`src/verilog/bus_pins_pkg.sv`:
```
/*
 * Shared constants and carrier structs for the backplane grant, data and strobe pin logic.
 * Assumes all pins are sampled synchronously to the single system clock.
 */
package bus_pins_pkg;
    localparam int DATA_W = 32;
    localparam int LEVELS = 4;
    localparam int STROBES = 2;
    // Release time for the acknowledge line after it is driven back high.
    localparam int ACK_RESCIND_NS = 8;
    localparam int CLK_NS = 8;
    localparam int ACK_RESCIND_CYC = (ACK_RESCIND_NS + CLK_NS - 1) / CLK_NS;

    // Strobe pair decode, active-low pin levels.
    localparam logic [1:0] STB_BOTH = 2'h0;
    localparam logic [1:0] STB_UPPER = 2'h1;
    localparam logic [1:0] STB_LOWER = 2'h2;
    localparam logic [1:0] STB_NONE = 2'h3;

    // Local master request toward the backplane.
    typedef struct packed {
        logic valid;
        logic write;
        logic [1:0] lanes;
        logic [DATA_W-1:0] wdata;
    } mst_req_s;

    // Slave-side transfer seen by local logic.
    typedef struct packed {
        logic valid;
        logic write;
        logic [1:0] lanes;
        logic [DATA_W-1:0] wdata;
    } slv_xfer_s;

    typedef enum logic [1:0] {
        LANE_NONE,
        LANE_LOW,
        LANE_HIGH,
        LANE_BOTH
    } lane_e;
endpackage

```
`src/verilog/bus_pins.sv`:
```
/*
 * Backplane pin logic: grant daisy chain, data lines, data strobes and transfer acknowledge.
 * Assumes the address decoder elsewhere supplies slave selection and that local logic
 * supplies request level, master request and slave read data.
 */
// Behaviour
// - Take grant only when requesting that level
// - Otherwise pass grant down the chain
// - At most one grant output asserted
// - Data direction high while driving data
// - Strobe direction high while driving strobes
// - Strobe levels select active byte lanes
// - Write data valid at strobe falling edge
// - Read strobe asks slave for data
// - Slave pulls acknowledge low to respond
// - Rescind acknowledge high, release after strobe
// - Address strobe edge marks valid address
`timescale 1ns/1ps
module bus_pins #(
    parameter int DATA_W = bus_pins_pkg::DATA_W
) (
    // Clock and reset.
    input wire logic sys_clk_in,
    input wire logic rst_in,
    // Grant daisy chain, active low.
    input wire logic [3:0] grant_chain_in_n_in,
    output logic [3:0] grant_chain_out_n_out,
    // Local requester.
    input wire logic req_pending_in,
    input wire logic [1:0] req_level_in,
    output logic grant_taken_out,
    // Local master transfer.
    input wire bus_pins_pkg::mst_req_s mst_req_in,
    output logic mst_done_out,
    output logic [DATA_W-1:0] mst_rdata_out,
    // Local slave side.
    input wire logic slv_selected_in,
    input wire logic [DATA_W-1:0] slv_rdata_in,
    input wire logic slv_ready_in,
    output bus_pins_pkg::slv_xfer_s slv_xfer_out,
    // Data lines.
    input wire logic [DATA_W-1:0] backplane_data_lines_in,
    output logic [DATA_W-1:0] backplane_data_lines_out,
    output logic backplane_data_lines_oe_out,
    output logic data_xcvr_direction_out,
    // Data strobes, active low.
    input wire logic [1:0] backplane_data_strobes_n_in,
    output logic [1:0] backplane_data_strobes_n_out,
    output logic backplane_data_strobes_oe_out,
    output logic strobe_xcvr_direction_out,
    // Address strobe, active low.
    input wire logic address_strobe_pin_n_in,
    output logic address_strobe_pin_n_out,
    output logic address_strobe_pin_oe_out,
    // Transfer acknowledge, active low.
    input wire logic transfer_ack_pin_n_in,
    output logic transfer_ack_pin_n_out,
    output logic transfer_ack_pin_oe_out
);

    ////////////////////////////////////////////////////////////////////////////
    // Grant daisy chain.

    logic [3:0] grant_out_n_r;
    logic grant_taken_r;
    logic [3:0] grant_in_n_d_r;

    // Pins are treated as synchronous; keep the previous level, though the grant logic below does not read it.
    always_ff @(posedge sys_clk_in) begin
        if (rst_in) begin
            grant_in_n_d_r <= 4'hf;
        end else begin
            grant_in_n_d_r <= grant_chain_in_n_in;
        end
    end

    // Forward or keep the grant per level; a level is kept only if we request it.
    // The arbiter grants one level, so lowest active level wins to keep one-hot.
    always_ff @(posedge sys_clk_in) begin
        if (rst_in) begin
            grant_out_n_r <= 4'hf;
            grant_taken_r <= 1'b0;
        end else begin
            grant_out_n_r <= 4'hf;
            grant_taken_r <= 1'b0;
            for (int i = 0; i < bus_pins_pkg::LEVELS; i++) begin
                if (!grant_chain_in_n_in[i] && grant_out_n_r == 4'hf && !grant_taken_r ||
                    !grant_chain_in_n_in[i] && (!grant_out_n_r[i] || grant_taken_r)) begin
                    if (req_pending_in && req_level_in == 2'(i)) begin
                        grant_taken_r <= 1'b1;
                    end else begin
                        grant_out_n_r <= ~(4'h1 << i);
                    end
                    break;
                end
            end
        end
    end

    assign grant_chain_out_n_out = grant_out_n_r;
    assign grant_taken_out = grant_taken_r;

    ////////////////////////////////////////////////////////////////////////////
    // Transfer sequencer for master and slave roles.

    typedef enum logic [2:0] {
        ST_IDLE,
        ST_M_ADDR,
        ST_M_STROBE,
        ST_M_END,
        ST_S_WAIT,
        ST_S_ACK,
        ST_S_RESCIND
    } state_e;

    state_e state_r;
    logic [DATA_W-1:0] data_out_r;
    logic data_oe_r;
    logic data_dir_r;
    logic [1:0] stb_out_n_r;
    logic stb_oe_r;
    logic stb_dir_r;
    logic as_out_n_r;
    logic as_oe_r;
    logic ack_out_n_r;
    logic ack_oe_r;
    logic mst_done_r;
    logic [DATA_W-1:0] mst_rdata_r;
    logic write_r;
    logic [1:0] stb_in_n_d_r;
    bus_pins_pkg::slv_xfer_s slv_xfer_r;
    logic [7:0] rescind_cnt_r;

    // Decode the strobe pair into byte lanes, same for both roles.
    function automatic logic [1:0] lanes_of(input logic [1:0] stb_n);
        unique case (stb_n)
            bus_pins_pkg::STB_BOTH: lanes_of = 2'h3;
            bus_pins_pkg::STB_UPPER: lanes_of = 2'h2;
            bus_pins_pkg::STB_LOWER: lanes_of = 2'h1;
            bus_pins_pkg::STB_NONE: lanes_of = 2'h0;
        endcase
    endfunction

    // Previous strobe levels, to find the falling edge as slave.
    always_ff @(posedge sys_clk_in) begin
        if (rst_in) begin
            stb_in_n_d_r <= 2'h3;
        end else begin
            stb_in_n_d_r <= backplane_data_strobes_n_in;
        end
    end

    logic stb_fall;
    assign stb_fall = (backplane_data_strobes_n_in != bus_pins_pkg::STB_NONE) &&
                      (stb_in_n_d_r == bus_pins_pkg::STB_NONE);

    // Main sequencer; all direction controls follow the drive they go with.
    always_ff @(posedge sys_clk_in) begin
        if (rst_in) begin
            state_r <= ST_IDLE;
            data_out_r <= '0;
            data_oe_r <= 1'b0;
            data_dir_r <= 1'b0;
            stb_out_n_r <= 2'h3;
            stb_oe_r <= 1'b0;
            stb_dir_r <= 1'b0;
            as_out_n_r <= 1'b1;
            as_oe_r <= 1'b0;
            ack_out_n_r <= 1'b1;
            ack_oe_r <= 1'b0;
            mst_done_r <= 1'b0;
            mst_rdata_r <= '0;
            write_r <= 1'b0;
            slv_xfer_r <= '0;
            rescind_cnt_r <= '0;
        end else begin
            mst_done_r <= 1'b0;
            slv_xfer_r.valid <= 1'b0;
            unique case (state_r)
                ST_IDLE: begin
                    data_oe_r <= 1'b0;
                    data_dir_r <= 1'b0;
                    stb_oe_r <= 1'b0;
                    stb_dir_r <= 1'b0;
                    if (grant_taken_r && mst_req_in.valid) begin
                        // Address strobe falls first; the address is valid at that edge.
                        write_r <= mst_req_in.write;
                        as_out_n_r <= 1'b0;
                        as_oe_r <= 1'b1;
                        data_out_r <= mst_req_in.wdata;
                        data_oe_r <= mst_req_in.write;
                        data_dir_r <= mst_req_in.write;
                        stb_dir_r <= 1'b1;
                        stb_oe_r <= 1'b1;
                        stb_out_n_r <= 2'h3;
                        state_r <= ST_M_ADDR;
                    end else if (slv_selected_in && !address_strobe_pin_n_in && stb_fall) begin
                        write_r <= (backplane_data_strobes_n_in != 2'h3) && !slv_ready_in ? 1'b1 : 1'b0;
                        slv_xfer_r.valid <= 1'b1;
                        slv_xfer_r.lanes <= lanes_of(backplane_data_strobes_n_in);
                        slv_xfer_r.wdata <= backplane_data_lines_in;
                        slv_xfer_r.write <= 1'b0;
                        state_r <= ST_S_WAIT;
                    end
                end
                ST_M_ADDR: begin
                    // Write data was put out a cycle before the strobes fall.
                    stb_out_n_r <= ~mst_req_in.lanes;
                    state_r <= ST_M_STROBE;
                end
                ST_M_STROBE: begin
                    if (!transfer_ack_pin_n_in) begin
                        mst_rdata_r <= backplane_data_lines_in;
                        mst_done_r <= 1'b1;
                        stb_out_n_r <= 2'h3;
                        as_out_n_r <= 1'b1;
                        state_r <= ST_M_END;
                    end
                end
                ST_M_END: begin
                    as_oe_r <= 1'b0;
                    stb_oe_r <= 1'b0;
                    stb_dir_r <= 1'b0;
                    data_oe_r <= 1'b0;
                    data_dir_r <= 1'b0;
                    if (transfer_ack_pin_n_in) begin
                        state_r <= ST_IDLE;
                    end
                end
                ST_S_WAIT: begin
                    if (slv_ready_in) begin
                        // Read data goes out with the acknowledge in the same edge.
                        data_out_r <= slv_rdata_in;
                        data_oe_r <= 1'b1;
                        data_dir_r <= 1'b1;
                        ack_out_n_r <= 1'b0;
                        ack_oe_r <= 1'b1;
                        state_r <= ST_S_ACK;
                    end
                end
                ST_S_ACK: begin
                    if (backplane_data_strobes_n_in == bus_pins_pkg::STB_NONE) begin
                        data_oe_r <= 1'b0;
                        data_dir_r <= 1'b0;
                        ack_out_n_r <= 1'b1;
                        rescind_cnt_r <= 8'(bus_pins_pkg::ACK_RESCIND_CYC);
                        state_r <= ST_S_RESCIND;
                    end
                end
                ST_S_RESCIND: begin
                    if (rescind_cnt_r != 8'h00) begin
                        rescind_cnt_r <= rescind_cnt_r - 8'h01;
                    end
                    if (rescind_cnt_r == 8'h00 && address_strobe_pin_n_in) begin
                        ack_oe_r <= 1'b0;
                        state_r <= ST_IDLE;
                    end
                end
            endcase
        end
    end

    assign backplane_data_lines_out = data_out_r;
    assign backplane_data_lines_oe_out = data_oe_r;
    assign data_xcvr_direction_out = data_dir_r;
    assign backplane_data_strobes_n_out = stb_out_n_r;
    assign backplane_data_strobes_oe_out = stb_oe_r;
    assign strobe_xcvr_direction_out = stb_dir_r;
    assign address_strobe_pin_n_out = as_out_n_r;
    assign address_strobe_pin_oe_out = as_oe_r;
    assign transfer_ack_pin_n_out = ack_out_n_r;
    assign transfer_ack_pin_oe_out = ack_oe_r;
    assign mst_done_out = mst_done_r;
    assign mst_rdata_out = mst_rdata_r;
    assign slv_xfer_out = slv_xfer_r;

endmodule

```
`config.mk`:
```
export PLATFORM = sky130hd
export DESIGN_NAME = bus_pins
export DESIGN_NICKNAME = d
export VERILOG_FILES = /design/src/verilog/bus_pins_pkg.sv /design/src/verilog/bus_pins.sv
export SDC_FILE = /design/constraint.sdc
export NUM_CORES = 1
export LEC_CHECK = 0
export ABC_AREA = 1
export BUFFER_PORTS_ARGS = -buffer_cell sky130_fd_sc_hd__buf_2
export CAP_MARGIN = 25
export CELL_PAD_IN_SITES_DETAIL_PLACEMENT = 2
export CELL_PAD_IN_SITES_GLOBAL_PLACEMENT = 2
export CORE_ASPECT_RATIO = 1.2
export CORE_UTILIZATION = 27
export DETAILED_ROUTE_END_ITERATION = 7
export GPL_TIMING_DRIVEN = 1
export PLACE_DENSITY = 0.83
export SETUP_SLACK_MARGIN = 0.05
export SYNTH_ARGS = -nofsm -noshare
export SYNTH_HDL_FRONTEND = slang
export SYNTH_SLANG_ARGS = --single-unit
```
`constraint.sdc`:
```
create_clock -name sys_clk_in -period 2.45 [get_ports sys_clk_in]
set_clock_uncertainty 0.05 [all_clocks]
set_input_delay 0 -clock sys_clk_in [delete_from_list [all_inputs] [get_ports sys_clk_in]]
set_output_delay 0 -clock sys_clk_in [all_outputs]
set_load 0.01 [all_outputs]
```
==> results.ini <==
[worst_setup_path]
endpoint_kind=flip-flop
critical_path_peak_fanout=32
r2r_slack_ns=0.11
cp-start-kind=flip-flop
reg2reg_from=state_r[2]
ws_path_type=reg -> reg
worst_case_reg_to_reg_path_depth=9
arrival_ns=2.59
crit_required_ns=2.70
r2r_end=backplane_data_lines_out[29]

[yosys]
ys_seq_area_share_pct=49.0
yosys.area_share.xor_xnor_pct=0.340
synth_top_cell_area_share_pct=49.0
ys_ff_latch=126
synthDominantAreaCellType=sky130_fd_sc_hd__dfxtp_1
post_synthesis_instance_area_sq_um=5150
cell_types_occupying_the_most_area_after_synthesis=sky130_fd_sc_hd__dfxtp_1 49%, sky130_fd_sc_hd__nor2_1 9.9%, sky130_fd_sc_hd__nand2_1 8.4%
combinational_family_with_the_most_area_after_synthesis=simple AND/OR/NAND/NOR gates
synth.yosys.warnings=0
syn-mean-instance-area_sq_um=7.52
synth-adder-area-share_pct=0.486
synth-simple-area-share_pct=26.2
syn-instance-count=685
synth.distinct_cells=33
synth.net_count=802
fraction_of_the_mapped_netlist_area_in_compound_gates_pct=17.1
synthMuxAreaShare_pct=0

[floorplan]
die-width_microns=128
floorplan.die.height_microns=153
initial_core_util_pct=27.9
io_pins=231
design.die.area_sq_um=19600
design.core.area_sq_um=18400
rows=54

[global_route]
antenna_found_initial=5
first_global_vias=7229
grt.total_usage_pct=27.1
grt_pass1_wl_mm=40.3
maximum_number_of_pins_on_one_net_before_global_route_repair=65
grt_remaining_overflow=0

[min_path]
min_path_cells=4
hp-class=in -> reg
hold-path-endpoint=grant_chain_out_n_out[0]
min_from=req_level_in[0]

[sta]
final_period_minus_worst_setup_slack_ns=2.34
share_of_the_clock_period_used_by_the_worst_path_pct=95.6
totalNegativeSetupSlack_ns=0
fmax_mhz=427
finalHoldViolCount=0
timing_max_transition_violations_final=0
worst_setup_slack_after_layout_ns=0.108
rsz0062_at_grt=true
final_count_of_negative_setup_slack_endpoints=0

[placed_design]
gpl.final_weighted_congestion=0.811
placed_cell_area_sq_um=6470
dp_hpwl_mm=14.0
pre_cts_ws_ns=0.731
buffers_on_ports=229

[job]
timing.max_cap.violations=0

[clock_tree]
clkLatencyLatePin_ns=0.43
clk_slew_on_worst_s_h_paths_ns=0.06
cts.path.max_buffers=2
tritoncts=built
cts_inserted_buffers=17
clk_root_buffer_cell=sky130_fd_sc_hd__clkbuf_16
h-tree-depth=4
clock_sink_count=126

[route]
drc_errors=0
routed-via-count=6241
final_antenna_net_count=0
drtIter0Drc=245
routedWlPerCell_microns=20.7
viasPerCell=4.86
route.final.wire_length_mm=26.5
first_pass_iters=4

[cells_and_area]
stdcell_area_sq_um=8260
post_route_cells_drive_above_1_share_pct=30.1
syn2layout_area_growth_pct=60.3
finish.net_count=1130

[power]
p_per_area_nw_per_um2=959
static-leakage-power_nw=4.12
max-vdd-ir-drop_v=0.000500

[outcome]
run_status=completed

-- routing by layer --
metal  track usage, %  wire length (microns)
met1             26.8                   9650
met2             50.2                  14500
met3             6.79                   1070
met4             16.5                   1350
met5                0                      0
-- how the worst max path moves through the flow --
| stage | startpoint | cells past startpoint | slack (ns) | endpoint |
|---|---|---|---|---|
| after CTS | state_r[0] | 9 | 0.28 | backplane_data_lines_out[17] |
| final | state_r[2] | 9 | 0.11 | backplane_data_lines_out[29] |
| after floorplan | state_r[0] | 9 | 0.99 | slv_xfer_out[3] |
| after global placement | state_r[0] | 9 | 0.76 | rescind_cnt_r[4] |
| after detailed placement | state_r[1] | 7 | 0.73 | mst_rdata_out[29] |
| after global routing | state_r[0] | 9 | 0.03 | backplane_data_lines_out[31] |
-- layout make-up --
class | count | area [sq um]
fillers | 2092 | 10200
flip-flops and latches | 126 | 2520
repair buffers | 350 | 2380
multi-input cells | 485 | 2280
clock buffers | 18 | 439
well taps | 252 | 315
clock inverters | 14 | 181
inverters | 33 | 128
diodes | 6 | 15.0
-- stage by stage --
| stage | total power, mW | hold WS [ns] | utilization [%] | cells |
|---|---|---|---|---|
| 2_1_floorplan | 3.86 | 0.0400 | - | 685 |
| 3_3_place_gp | 4.64 | 0.178 | 35.1 | 1133 |
| 3_5_place_dp | 4.70 | 0.181 | 35.1 | 1133 |
| 4_1_cts | 7.71 | 0.00281 | 44.5 | 1277 |
| 5_1_grt | 8.31 | 0.0641 | 44.7 | 1283 |
| 6_report | 7.92 | 0.0196 | 44.8 | 1284 |
-- registers in the layout (all words and copies together) (netlist names), 2 cells and up --
| register | cells |
|---|---|
| backplane_data_lines_out | 32 |
| backplane_data_strobes_n_out | 2 |
| grant_chain_out_n_out | 4 |
| mst_rdata_out | 32 |
| rescind_cnt_r | 8 |
| slv_xfer_out | 35 |
| state_r | 3 |
| stb_in_n_d_r | 2 |
-- placed cells by master, fill, tap and decap left out, types with 18 or more instances in the layout --
cell type and count:
sky130_fd_sc_hd__clkbuf_16 18, sky130_fd_sc_hd__o21ai_0 79, sky130_fd_sc_hd__o21ai_1 35, sky130_fd_sc_hd__nor2_2 22, sky130_fd_sc_hd__nand3_1 19, sky130_fd_sc_hd__inv_1 28
sky130_fd_sc_hd__a31oi_1 33, sky130_fd_sc_hd__buf_2 229, sky130_fd_sc_hd__nor2_1 136, sky130_fd_sc_hd__dfxtp_1 126, sky130_fd_sc_hd__nand2_1 114, sky130_fd_sc_hd__dlygate4sd3_1 112
-- power breakdown --
group / switching, mW / internal, mW / leakage (nW)
Combinational: 1.53 / 0.980 / 2.80
Sequential: 0.250 / 2.43 / 1.03
Clock: 1.08 / 1.65 / 0.302
-- synthesized netlist by cell type --
cell type,n
sky130_fd_sc_hd__a31oi_1,33
sky130_fd_sc_hd__dfxtp_1,126
sky130_fd_sc_hd__buf_1,1
sky130_fd_sc_hd__inv_4,1
sky130_fd_sc_hd__o21ai_0,81
sky130_fd_sc_hd__a21oi_2,1
sky130_fd_sc_hd__nand2_1,115
sky130_fd_sc_hd__a31o_2,1
sky130_fd_sc_hd__buf_6,6
sky130_fd_sc_hd__nor3_4,1
sky130_fd_sc_hd__or2_2,2
sky130_fd_sc_hd__conb_1,1
sky130_fd_sc_hd__nor2_2,22
sky130_fd_sc_hd__o21ai_1,33
sky130_fd_sc_hd__nand4_1,10
sky130_fd_sc_hd__buf_2,11
sky130_fd_sc_hd__xnor2_1,1
sky130_fd_sc_hd__a21oi_1,14
sky130_fd_sc_hd__buf_4,3
sky130_fd_sc_hd__inv_2,2
sky130_fd_sc_hd__nand2_4,2
sky130_fd_sc_hd__nand3b_1,2
sky130_fd_sc_hd__inv_1,29
sky130_fd_sc_hd__nor2_4,2
sky130_fd_sc_hd__clkbuf_1,20
sky130_fd_sc_hd__nor3_1,2
sky130_fd_sc_hd__nand3_1,19
sky130_fd_sc_hd__xor2_1,1
sky130_fd_sc_hd__nor2_1,136
sky130_fd_sc_hd__clkinv_2,1
sky130_fd_sc_hd__nand2_2,2
sky130_fd_sc_hd__ha_1,2
sky130_fd_sc_hd__o21bai_1,2
-- logic make-up after synthesis --
| kind of cell | Yosys count |
|---|---|
| simple gates | 315 |
| compound gates | 165 |
| flops | 126 |
| buf+inv | 74 |
| xor+xnor | 2 |
| fa+ha+maj | 2 |
| other cells | 1 |
-- worst max-delay path, stage by stage, from the launching register on --
cell	delay [ns]
sky130_fd_sc_hd__dfxtp_1	0.40
sky130_fd_sc_hd__inv_2	0.12
sky130_fd_sc_hd__nand2_4	0.11
sky130_fd_sc_hd__nor2_1	0.05
sky130_fd_sc_hd__inv_1	0.18
sky130_fd_sc_hd__nand2_2	0.15
sky130_fd_sc_hd__buf_12	0.20
sky130_fd_sc_hd__o21ai_1	0.22
sky130_fd_sc_hd__a31oi_1	0.10
sky130_fd_sc_hd__dlygate4sd3_1	0.62
-- what timing repair did --
item,in CTS,in global routing
gates resized for setup,0,3
endpoints found under the setup margin,0,11
hold buffers,112,0
buffers inserted,0,0
endpoints found under the hold margin,119,0
No activity file was read; power rests on OpenSTA's default activity.
